--- src/verilog/exc_pkg.sv ---
// Purpose: Shared constants and types of the excitation selector.
// Assumes: 100 MHz system clock.
// Notes: Parameter ids double as the command-port register offsets.
package exc_pkg;

  localparam logic [7:0] REG_INJECT = 8'h2c;
  localparam logic [7:0] REG_MODE = 8'h2e;
  localparam logic [7:0] REG_WDOG = 8'h30;

  localparam logic [7:0] INJECT_RESET = 8'h00;
  localparam logic [7:0] MODE_RESET = 8'h00;
  localparam logic [31:0] WDOG_RESET = 32'h0000_0000;
  localparam logic [7:0] INJECT_MAX = 8'h02;
  localparam logic [7:0] MODE_MAX = 8'h04;
  localparam logic [31:0] WDOG_MAX = 32'h1000_0000;

  typedef enum logic [2:0] {
    MODE_OFF = 3'b000,
    MODE_PRB = 3'b001,
    MODE_SINE = 3'b010,
    MODE_NOISE = 3'b011,
    MODE_OFFSET = 3'b100
  } mode_t;

  typedef enum logic [1:0] {
    INJ_NONE = 2'b00,
    INJ_CURRENT = 2'b01,
    INJ_VELOCITY = 2'b10
  } inject_t;

  localparam int CLK_PERIOD_NS = 10;
  localparam int MS_NS = 1_000_000;
  localparam int MS_CYCLES = MS_NS / CLK_PERIOD_NS;

  localparam int AMP_W = 15;
  localparam int OUT_W = 16;
  localparam int PRB_W = 20;
  localparam logic [PRB_W-1:0] PRB_TAPS = 20'h9_0000;
  localparam logic [PRB_W-1:0] PRB_SEED = 20'h0_0001;
  localparam int NOISE_W = 16;
  localparam logic [NOISE_W-1:0] NOISE_TAPS = 16'hb400;
  localparam logic [NOISE_W-1:0] NOISE_SEED = 16'hace1;
  localparam int Q_SHIFT = 15;

  typedef struct packed {
    logic wr;
    logic rd;
    logic [7:0] id;
    logic [31:0] wdata;
  } par_req_t;

  typedef struct packed {
    logic signed [OUT_W-1:0] current;
    logic signed [OUT_W-1:0] velocity;
  } exc_out_t;

  // Sixteen-step sine in Q15; coarse but cheap
  function automatic logic signed [15:0] sine_q15(input logic [3:0] idx);
    logic signed [15:0] v;
    v = 16'sh0000;
    unique case (idx)
      4'h0, 4'h8: v = 16'sh0000;
      4'h1, 4'h7: v = 16'sh30fb;
      4'h2, 4'h6: v = 16'sh5a82;
      4'h3, 4'h5: v = 16'sh7641;
      4'h4: v = 16'sh7fff;
      4'h9, 4'hf: v = 16'shcf05;
      4'ha, 4'he: v = 16'sha57e;
      4'hb, 4'hd: v = 16'sh89bf;
      4'hc: v = 16'sh8001;
    endcase
    return v;
  endfunction

endpackage

--- src/verilog/exc_lfsr.sv ---
// Purpose: Galois shift register used as a pseudo-random source.
// Assumes: Taps give a maximal sequence; seed is nonzero.
// Notes: Restart has priority over step.
`timescale 1ns/10ps
module exc_lfsr #(
  parameter int WIDTH = 16,
  parameter logic [WIDTH-1:0] TAPS = '1,
  parameter logic [WIDTH-1:0] SEED = '1
) (
  input wire logic clk_sys,
  input wire logic sys_rst,
  input wire logic restart,
  input wire logic step,
  output logic [WIDTH-1:0] state_ff
);

  logic [WIDTH-1:0] nxt_state;

  always_comb begin
    nxt_state = state_ff >> 1;
    if (state_ff[0]) begin
      nxt_state = (state_ff >> 1) ^ TAPS;
    end
  end

  always_ff @(posedge clk_sys) begin
    if (sys_rst || restart) begin
      state_ff <= SEED;
    end else if (step) begin
      state_ff <= nxt_state;
    end
  end

endmodule

--- src/verilog/excitation_mode_watchdog.sv ---
// Purpose: Excitation source select, waveform scaling and mode watchdog.
// Assumes: sample_tick is a one-cycle pulse per drive sample.
// Notes: Amplitudes, sequence depth and gap arrive as plain inputs.
// Operation
// - Inject point 0 means none, 1 the current loop, 2 velocity.
// - The mode takes 0 to 4: off, binary sequence, sine, noise, offset.
// - Mode 0 gives no excitation at all.
// - A lost link forces the mode to off.
// - Peak amplitude is the current or velocity one per inject point.
// - Mode 1 sits at plus or minus peak, sign from the sequence.
// - The sequence repeats after two to the depth over gap samples.
// - Mode 3 gives a random value between minus and plus the peak.
// - Mode 4 applies a torque offset equal to the current amplitude.
// - Watchdog time zero leaves the mode alone.
// - A nonzero time clears the mode after that many ms have passed.
// - A nonzero mode write restarts the watchdog; the host repeats it.
// - The watchdog time is in ms and accepts 0 to 268,435,456.
`timescale 1ns/10ps
module excitation_mode_watchdog #(
  parameter int MS_TICK_CYCLES = exc_pkg::MS_CYCLES
) (
  input wire logic clk_sys,
  input wire logic sys_rst,
  input wire exc_pkg::par_req_t par_req,
  output exc_pkg::par_req_t par_unused_ff,
  output logic [31:0] par_rdata_ff,
  output logic par_rvalid_ff,
  input wire logic link_up,
  input wire logic sample_tick,
  input wire logic [exc_pkg::AMP_W-1:0] current_excitation_amplitude,
  input wire logic [exc_pkg::AMP_W-1:0] velocity_excitation_amplitude,
  input wire logic [4:0] binary_sequence_depth,
  input wire logic [7:0] excitation_sample_gap,
  output exc_pkg::exc_out_t exc_out_ff,
  output logic [7:0] excitation_mode_select_ff
);

  localparam int OW = exc_pkg::OUT_W;
  localparam int PW = exc_pkg::PRB_W;

  logic [7:0] excitation_inject_point_ff;
  logic [31:0] excitation_watchdog_time_ff;
  logic link_meta_ff;
  logic link_s2_ff;
  logic link_s3_ff;
  logic link_ok_ff;
  logic [31:0] ms_div_ff;
  logic ms_tick;
  logic [31:0] elapsed_ff;
  logic [PW-1:0] prb_cnt_ff;
  logic [3:0] sine_idx_ff;
  logic [PW-1:0] prb_state;
  logic [exc_pkg::NOISE_W-1:0] noise_state;
  logic wr_mode;
  logic mode_ok;
  logic start_wdog;
  logic expired;
  logic prb_wrap;
  logic [PW:0] prb_period;
  logic [7:0] gap_eff;
  logic [exc_pkg::AMP_W-1:0] peak;
  logic signed [OW-1:0] peak_s;
  logic signed [OW-1:0] wave;
  logic signed [31:0] prod;
  exc_pkg::exc_out_t nxt_out;

  // Unused echo port kept quiet
  always_ff @(posedge clk_sys) begin
    par_unused_ff <= '0;
  end

  // Link level crosses from outside; agree of stages 2 and 3 counts
  always_ff @(posedge clk_sys) begin
    if (sys_rst) begin
      link_meta_ff <= 1'b0;
      link_s2_ff <= 1'b0;
      link_s3_ff <= 1'b0;
      link_ok_ff <= 1'b0;
    end else begin
      link_meta_ff <= link_up;
      link_s2_ff <= link_meta_ff;
      link_s3_ff <= link_s2_ff;
      if (link_s2_ff == link_s3_ff) begin
        link_ok_ff <= link_s3_ff;
      end
    end
  end

  assign wr_mode = par_req.wr && par_req.id == exc_pkg::REG_MODE;
  assign mode_ok = par_req.wdata <= 32'(exc_pkg::MODE_MAX);
  assign start_wdog = wr_mode && mode_ok && link_ok_ff
                      && par_req.wdata != 32'h0000_0000;

  // Prescaler restarts with the watchdog so the first ms is whole
  always_ff @(posedge clk_sys) begin
    if (sys_rst || start_wdog || ms_tick) begin
      ms_div_ff <= '0;
    end else begin
      ms_div_ff <= ms_div_ff + 32'h0000_0001;
    end
  end
  assign ms_tick = ms_div_ff == 32'(MS_TICK_CYCLES - 1);

  always_ff @(posedge clk_sys) begin
    if (sys_rst || start_wdog) begin
      elapsed_ff <= '0;
    end else if (ms_tick && excitation_mode_select_ff != 8'h00
                 && elapsed_ff != 32'hffff_ffff) begin
      elapsed_ff <= elapsed_ff + 32'h0000_0001;
    end
  end

  assign expired = excitation_mode_select_ff != 8'h00
                   && excitation_watchdog_time_ff != 32'h0000_0000
                   && elapsed_ff >= excitation_watchdog_time_ff;

  // Host write wins over a watchdog clear in the same cycle
  always_ff @(posedge clk_sys) begin
    if (sys_rst) begin
      excitation_mode_select_ff <= exc_pkg::MODE_RESET;
    end else if (!link_ok_ff) begin
      excitation_mode_select_ff <= exc_pkg::MODE_RESET;
    end else if (wr_mode && mode_ok) begin
      excitation_mode_select_ff <= par_req.wdata[7:0];
    end else if (expired && sample_tick) begin
      excitation_mode_select_ff <= exc_pkg::MODE_RESET;
    end
  end

  always_ff @(posedge clk_sys) begin
    if (sys_rst) begin
      excitation_inject_point_ff <= exc_pkg::INJECT_RESET;
    end else if (par_req.wr && par_req.id == exc_pkg::REG_INJECT
                 && par_req.wdata <= 32'(exc_pkg::INJECT_MAX)) begin
      excitation_inject_point_ff <= par_req.wdata[7:0];
    end
  end

  // Out-of-range times are dropped, leaving the old value
  always_ff @(posedge clk_sys) begin
    if (sys_rst) begin
      excitation_watchdog_time_ff <= exc_pkg::WDOG_RESET;
    end else if (par_req.wr && par_req.id == exc_pkg::REG_WDOG
                 && par_req.wdata <= exc_pkg::WDOG_MAX) begin
      excitation_watchdog_time_ff <= par_req.wdata;
    end
  end

  always_ff @(posedge clk_sys) begin
    if (sys_rst) begin
      par_rdata_ff <= '0;
      par_rvalid_ff <= 1'b0;
    end else begin
      par_rvalid_ff <= par_req.rd;
      unique case (par_req.id)
        exc_pkg::REG_INJECT: par_rdata_ff <= {24'h00_0000,
                                              excitation_inject_point_ff};
        exc_pkg::REG_MODE: par_rdata_ff <= {24'h00_0000,
                                            excitation_mode_select_ff};
        exc_pkg::REG_WDOG: par_rdata_ff <= excitation_watchdog_time_ff;
        default: par_rdata_ff <= '0;
      endcase
    end
  end

  // Zero gap would divide by zero; treated as one
  assign gap_eff = excitation_sample_gap == 8'h00 ? 8'h01
                   : excitation_sample_gap;
  assign prb_period = (PW+1)'((21'h00_0001 << binary_sequence_depth)
                              / {13'h0000, gap_eff});
  assign prb_wrap = sample_tick && ({1'b0, prb_cnt_ff} + 21'h00_0001
                                    >= prb_period);

  always_ff @(posedge clk_sys) begin
    if (sys_rst || prb_wrap) begin
      prb_cnt_ff <= '0;
    end else if (sample_tick) begin
      prb_cnt_ff <= prb_cnt_ff + 20'h0_0001;
    end
  end

  exc_lfsr #(
    .WIDTH(PW),
    .TAPS(exc_pkg::PRB_TAPS),
    .SEED(exc_pkg::PRB_SEED)
  ) u_prb (
    .clk_sys(clk_sys),
    .sys_rst(sys_rst),
    .restart(prb_wrap),
    .step(sample_tick),
    .state_ff(prb_state)
  );

  exc_lfsr #(
    .WIDTH(exc_pkg::NOISE_W),
    .TAPS(exc_pkg::NOISE_TAPS),
    .SEED(exc_pkg::NOISE_SEED)
  ) u_noise (
    .clk_sys(clk_sys),
    .sys_rst(sys_rst),
    .restart(1'b0),
    .step(sample_tick),
    .state_ff(noise_state)
  );

  always_ff @(posedge clk_sys) begin
    if (sys_rst) begin
      sine_idx_ff <= '0;
    end else if (sample_tick) begin
      sine_idx_ff <= sine_idx_ff + 4'h1;
    end
  end

  assign peak = excitation_inject_point_ff == 8'h02
                ? velocity_excitation_amplitude
                : current_excitation_amplitude;
  assign peak_s = signed'({1'b0, peak});

  always_comb begin
    wave = '0;
    prod = '0;
    unique case (exc_pkg::mode_t'(excitation_mode_select_ff[2:0]))
      exc_pkg::MODE_OFF: wave = '0;
      exc_pkg::MODE_PRB: wave = prb_state[0] ? peak_s : -peak_s;
      exc_pkg::MODE_SINE: begin
        prod = exc_pkg::sine_q15(sine_idx_ff) * peak_s;
        wave = OW'(prod >>> exc_pkg::Q_SHIFT);
      end
      exc_pkg::MODE_NOISE: begin
        prod = signed'(noise_state) * peak_s;
        wave = OW'(prod >>> exc_pkg::Q_SHIFT);
      end
      exc_pkg::MODE_OFFSET: wave = '0;
      default: wave = '0;
    endcase
  end

  always_comb begin
    nxt_out = '0;
    if (excitation_mode_select_ff == 8'h04
        && excitation_inject_point_ff != 8'h00) begin
      nxt_out.current = signed'({1'b0, current_excitation_amplitude});
    end else begin
      unique case (exc_pkg::inject_t'(excitation_inject_point_ff[1:0]))
        exc_pkg::INJ_NONE: nxt_out = '0;
        exc_pkg::INJ_CURRENT: nxt_out.current = wave;
        exc_pkg::INJ_VELOCITY: nxt_out.velocity = wave;
        default: nxt_out = '0;
      endcase
    end
  end

  always_ff @(posedge clk_sys) begin
    if (sys_rst) begin
      exc_out_ff <= '0;
    end else if (sample_tick) begin
      exc_out_ff <= nxt_out;
    end
  end
endmodule
--- config.mk ---
export PLATFORM = sky130hd
export DESIGN_NAME = excitation_mode_watchdog
export DESIGN_NICKNAME = d
export VERILOG_FILES = /design/src/verilog/exc_pkg.sv /design/src/verilog/exc_lfsr.sv /design/src/verilog/excitation_mode_watchdog.sv
export SDC_FILE = /design/constraint.sdc
export NUM_CORES = 2
export LEC_CHECK = 0
export BUFFER_PORTS_ARGS = -buffer_cell sky130_fd_sc_hd__buf_4
export CELL_PAD_IN_SITES_DETAIL_PLACEMENT = 0
export CELL_PAD_IN_SITES_GLOBAL_PLACEMENT = 2
export CORE_AREA = 4 4 382 290
export DETAILED_ROUTE_END_ITERATION = 8
export DIE_AREA = 0 0 386 294
export PLACE_DENSITY_LB_ADDON = 0.1
export SYNTH_ARGS = -nofsm -noshare
export SYNTH_HDL_FRONTEND = slang
export SYNTH_SLANG_ARGS = --single-unit
--- constraint.sdc ---
create_clock -name clk_sys -period 59.5 [get_ports clk_sys]
set_input_delay 8.925 -clock clk_sys [delete_from_list [all_inputs] [get_ports clk_sys]]
set_output_delay 8.925 -clock clk_sys [all_outputs]
set_load 0.005 [all_outputs]
==> metrics.md <==
| Metric | Value |
|---|---|
| Status | `finished clean` |
| Critical path class | `input pin to flip-flop` |
| Die area | `113000 um^2` |
| Synth async-reset ratio | `0` |
| Fill cell count | `10.9k` |
| TritonCTS clock tree | `done` |
| HP Class | `flip-flop to flip-flop` |
| Mapped Cells | `4459` |
| Worst Path Max Fanout | `16` |
| Starting Density | `0.358` |
| Final Hold Viols | `0` |
| Initial antenna violation count | `6` |
| Final WL | `120 mm` |
| Most frequent cell on the critical path | `o21a_1` |
| Top FF cell, synth | `dfxtp_1` |
| Delay of the slowest critical-path stage | `0.61 ns` |
| Slew Viols, Final | `0` |
| Slew @ Worst Pin | `1.14 ns` |
| Layout cells sized above 1 | `0.106` |
| Area of the multi-input gates | `30200 um^2` |
| Die X | `386 um` |
| Met3 GRT Util | `0.0408` |
| GR Util met1 | `0.344` |
| Reg2Reg Setup Slack | `47.95 ns` |
| DR pass1 iterations | `5` |
| Worst Path Required | `59.93 ns` |
| Port Buffers | `161` |
| Setup WS pre-CTS | `0.00395 ns` |
| Worst-case clock buffer depth | `3` |
| Synth warn | `0` |
| WL/cell | `19.9 um` |
| Vias in the first global route | `30.8k` |
| Area grow syn2layout | `11.3%` |
| Startpoint Class | `input pin` |
| DR iter-0 viols | `1966` |
| Max Clock Skew | `0.0299 ns` |
| I/O Pins | `204` |
| Post-synth EDFFs | `0` |
| Clk pin slew, worst setup/hold paths | `0.06 ns` |
| Clock Latency Late Sink | `0.57 ns` |
| Syn Area/Cell | `8.57 um^2` |
| Rows | `104` |
| Vias/cell | `5.05` |
| Min setup slack post-route | `3.83 ns` |
| Tcrit/Tclk final | `0.936` |
| Max-cap violations | `0` |
| Cts bufs inserted | `34` |
| Core footprint | `107000 um^2` |
| Crit path max-delay family | `compound AO/OA/AOI/OAI gates` |
| Global Route Usage Sum | `0.213` |
| Post-route core utilization | `0.398` |
| Yosys reg bits | `252` |
| Post-CTS Hold Buffers | `0` |
| Endpoints failing setup | `0` |
| Htree depth | `2` |
| Residual DRC | `0` |
| Storage cell area | `5040 um^2` |
| Routability Congestion | `0.877` |
| GRT Max-Usage Layer | `met1` |
| DRT antenna net count | `0` |
| Total gr overflow | `0` |
| Slowest CP cell | `or4_4` |
| Commonest non-fill, non-tap cells in the layout | `628 x inv_1, 479 x fa_1, 365 x nand2_1` |
| Minimum clock period | `55.67 ns` |
| Largest net degree at the start of global routing | `56` |
| Post-DP HPWL | `96.3 mm` |
| Sequential area share after synthesis | `0.132` |
| First-pass GRT wire length | `189 mm` |
| Mapped cell area | `38200 um^2` |
| Nets | `5504` |
| Via Count | `30.5k` |
| Netlist cell types | `115` |
| Critical Path Sink Type | `flip-flop` |
| Fmax achieved | `18.0 MHz` |
| Clock Tree Root | `clkbuf_16` |
| Num Clock Sinks | `252` |
| Rel. slew slack | `0.239` |
| Buffers plus inverters on the worst setup path | `12` |
| GR Util met2 | `0.292` |
| Die Span Y | `294 um` |
| Most common cell after layout, fill and taps aside | `inv_1` |
| Arr. time, crit path | `56.10 ns` |
-- layer usage --
metal	wire, um	part of all wire
met5	13	0.00011
met4	1810	0.015
met2	46900	0.39
met3	7320	0.061
met1	64100	0.53
-- final timing paths --
kind                          to  cells after the start                           from
setup / recovery   prb_cnt_ff[5]                    246       excitation_sample_gap[4]
hold / removal        link_ok_ff                      2                     link_s3_ff
setup reg to reg  exc_out_ff[28]                     36  excitation_inject_point_ff[7]
hold reg to reg       link_ok_ff                      2                     link_s3_ff
-- per-stage QoR --
stage	hold slack [ns]	cell area, um^2	setup TNS [ns]	instances
detailed placement	0.446	41000	0	5951
CTS	0.451	42200	0	6012
floorplan	0.414	38400	0	4500
global route	0.486	42500	-2.09	6034
global placement	0.443	41000	0	5951
finish	0.453	42500	0	6035
-- worst min-delay path: stages, from the launching register on --
cell	delay (ns)
dfxtp_1	0.29
o21ai_0	0.06
a21oi_1	0.06
-- synth_stat cells, types with 17 or more instances --
| cell type | n | share of area |
|---|---|---|
| and2_1 | 126 | 0.021 |
| clkbuf_1 | 134 | 0.013 |
| nand4_1 | 35 | 0.0057 |
| or3_1 | 34 | 0.0056 |
| xnor2_1 | 124 | 0.028 |
| o31ai_1 | 37 | 0.0073 |
| nor3_1 | 113 | 0.015 |
| dfxtp_1 | 252 | 0.13 |
| inv_1 | 630 | 0.062 |
| o211ai_1 | 35 | 0.0069 |
| o21a_1 | 99 | 0.019 |
| and4_1 | 17 | 0.0039 |
| ha_1 | 359 | 0.12 |
| nand2_1 | 369 | 0.036 |
| a211oi_1 | 25 | 0.0049 |
| or2_2 | 17 | 0.0028 |
| a211o_1 | 17 | 0.0039 |
| a21boi_0 | 17 | 0.0033 |
| a21o_1 | 31 | 0.0061 |
| nor2_1 | 364 | 0.036 |
| nor4_1 | 39 | 0.0064 |
| fa_1 | 479 | 0.25 |
| o21ai_0 | 99 | 0.013 |
| and3_1 | 39 | 0.0064 |
| a21oi_1 | 146 | 0.019 |
| nor2b_1 | 157 | 0.026 |
| nand2b_1 | 49 | 0.0080 |
| nand3_1 | 60 | 0.0079 |
| mux2_2 | 53 | 0.016 |
| buf_4 | 43 | 0.0084 |
| xor2_1 | 96 | 0.022 |
| mux2i_1 | 91 | 0.024 |
-- sequential cells by signal (all words and copies together), names as in the netlist, named ones only --
register                     flops
elapsed_ff                      32
link_s3_ff                       1
excitation_mode_select_ff        8
exc_out_ff                      32
excitation_watchdog_time_ff     32
par_rvalid_ff                    1
u_prb.state_ff                  20
link_meta_ff                     1
sine_idx_ff                      4
u_noise.state_ff                16
excitation_inject_point_ff       8
ms_div_ff                       32
par_rdata_ff                    32
link_ok_ff                       1
prb_cnt_ff                      20
link_s2_ff                       1
-- cell families (layout without fill, tap and decap cells) --
logic type / Yosys count / count (layout) / synth area share
AO/OA/AOI/OAI: 676 / 676 / 0.124
XOR/XNOR: 220 / 220 / 0.0504
adder cells (fa/ha/maj): 838 / 838 / 0.368
buffers and inverters: 846 / 948 / 0.0885
flip-flops: 252 / 252 / 0.132
multiplexers: 151 / 151 / 0.0428
other: 1 / 44 / 0.0000981
AND/OR/NAND/NOR: 1475 / 1475 / 0.194
-- layout make-up --
class	instances	share of cell area
multi-input cells	3402	0.710
flip-flops and latches	252	0.119
inverters	638	0.0567
repair buffers	249	0.0439
well taps	1431	0.0421
clock buffers	44	0.0221
clock inverters	17	0.00612
diodes	2	0.000118
-- timing repair --
| item | in CTS | in global routing |
|---|---|---|
| setup endpoints to repair | 0 | 40 |
| setup buffers | 0 | 21 |
| resized for setup | 0 | 57 |
Power is left out: the tool's default activity adds up to more than one toggle a clock period on the data nets, which glitch-free logic cannot reach.
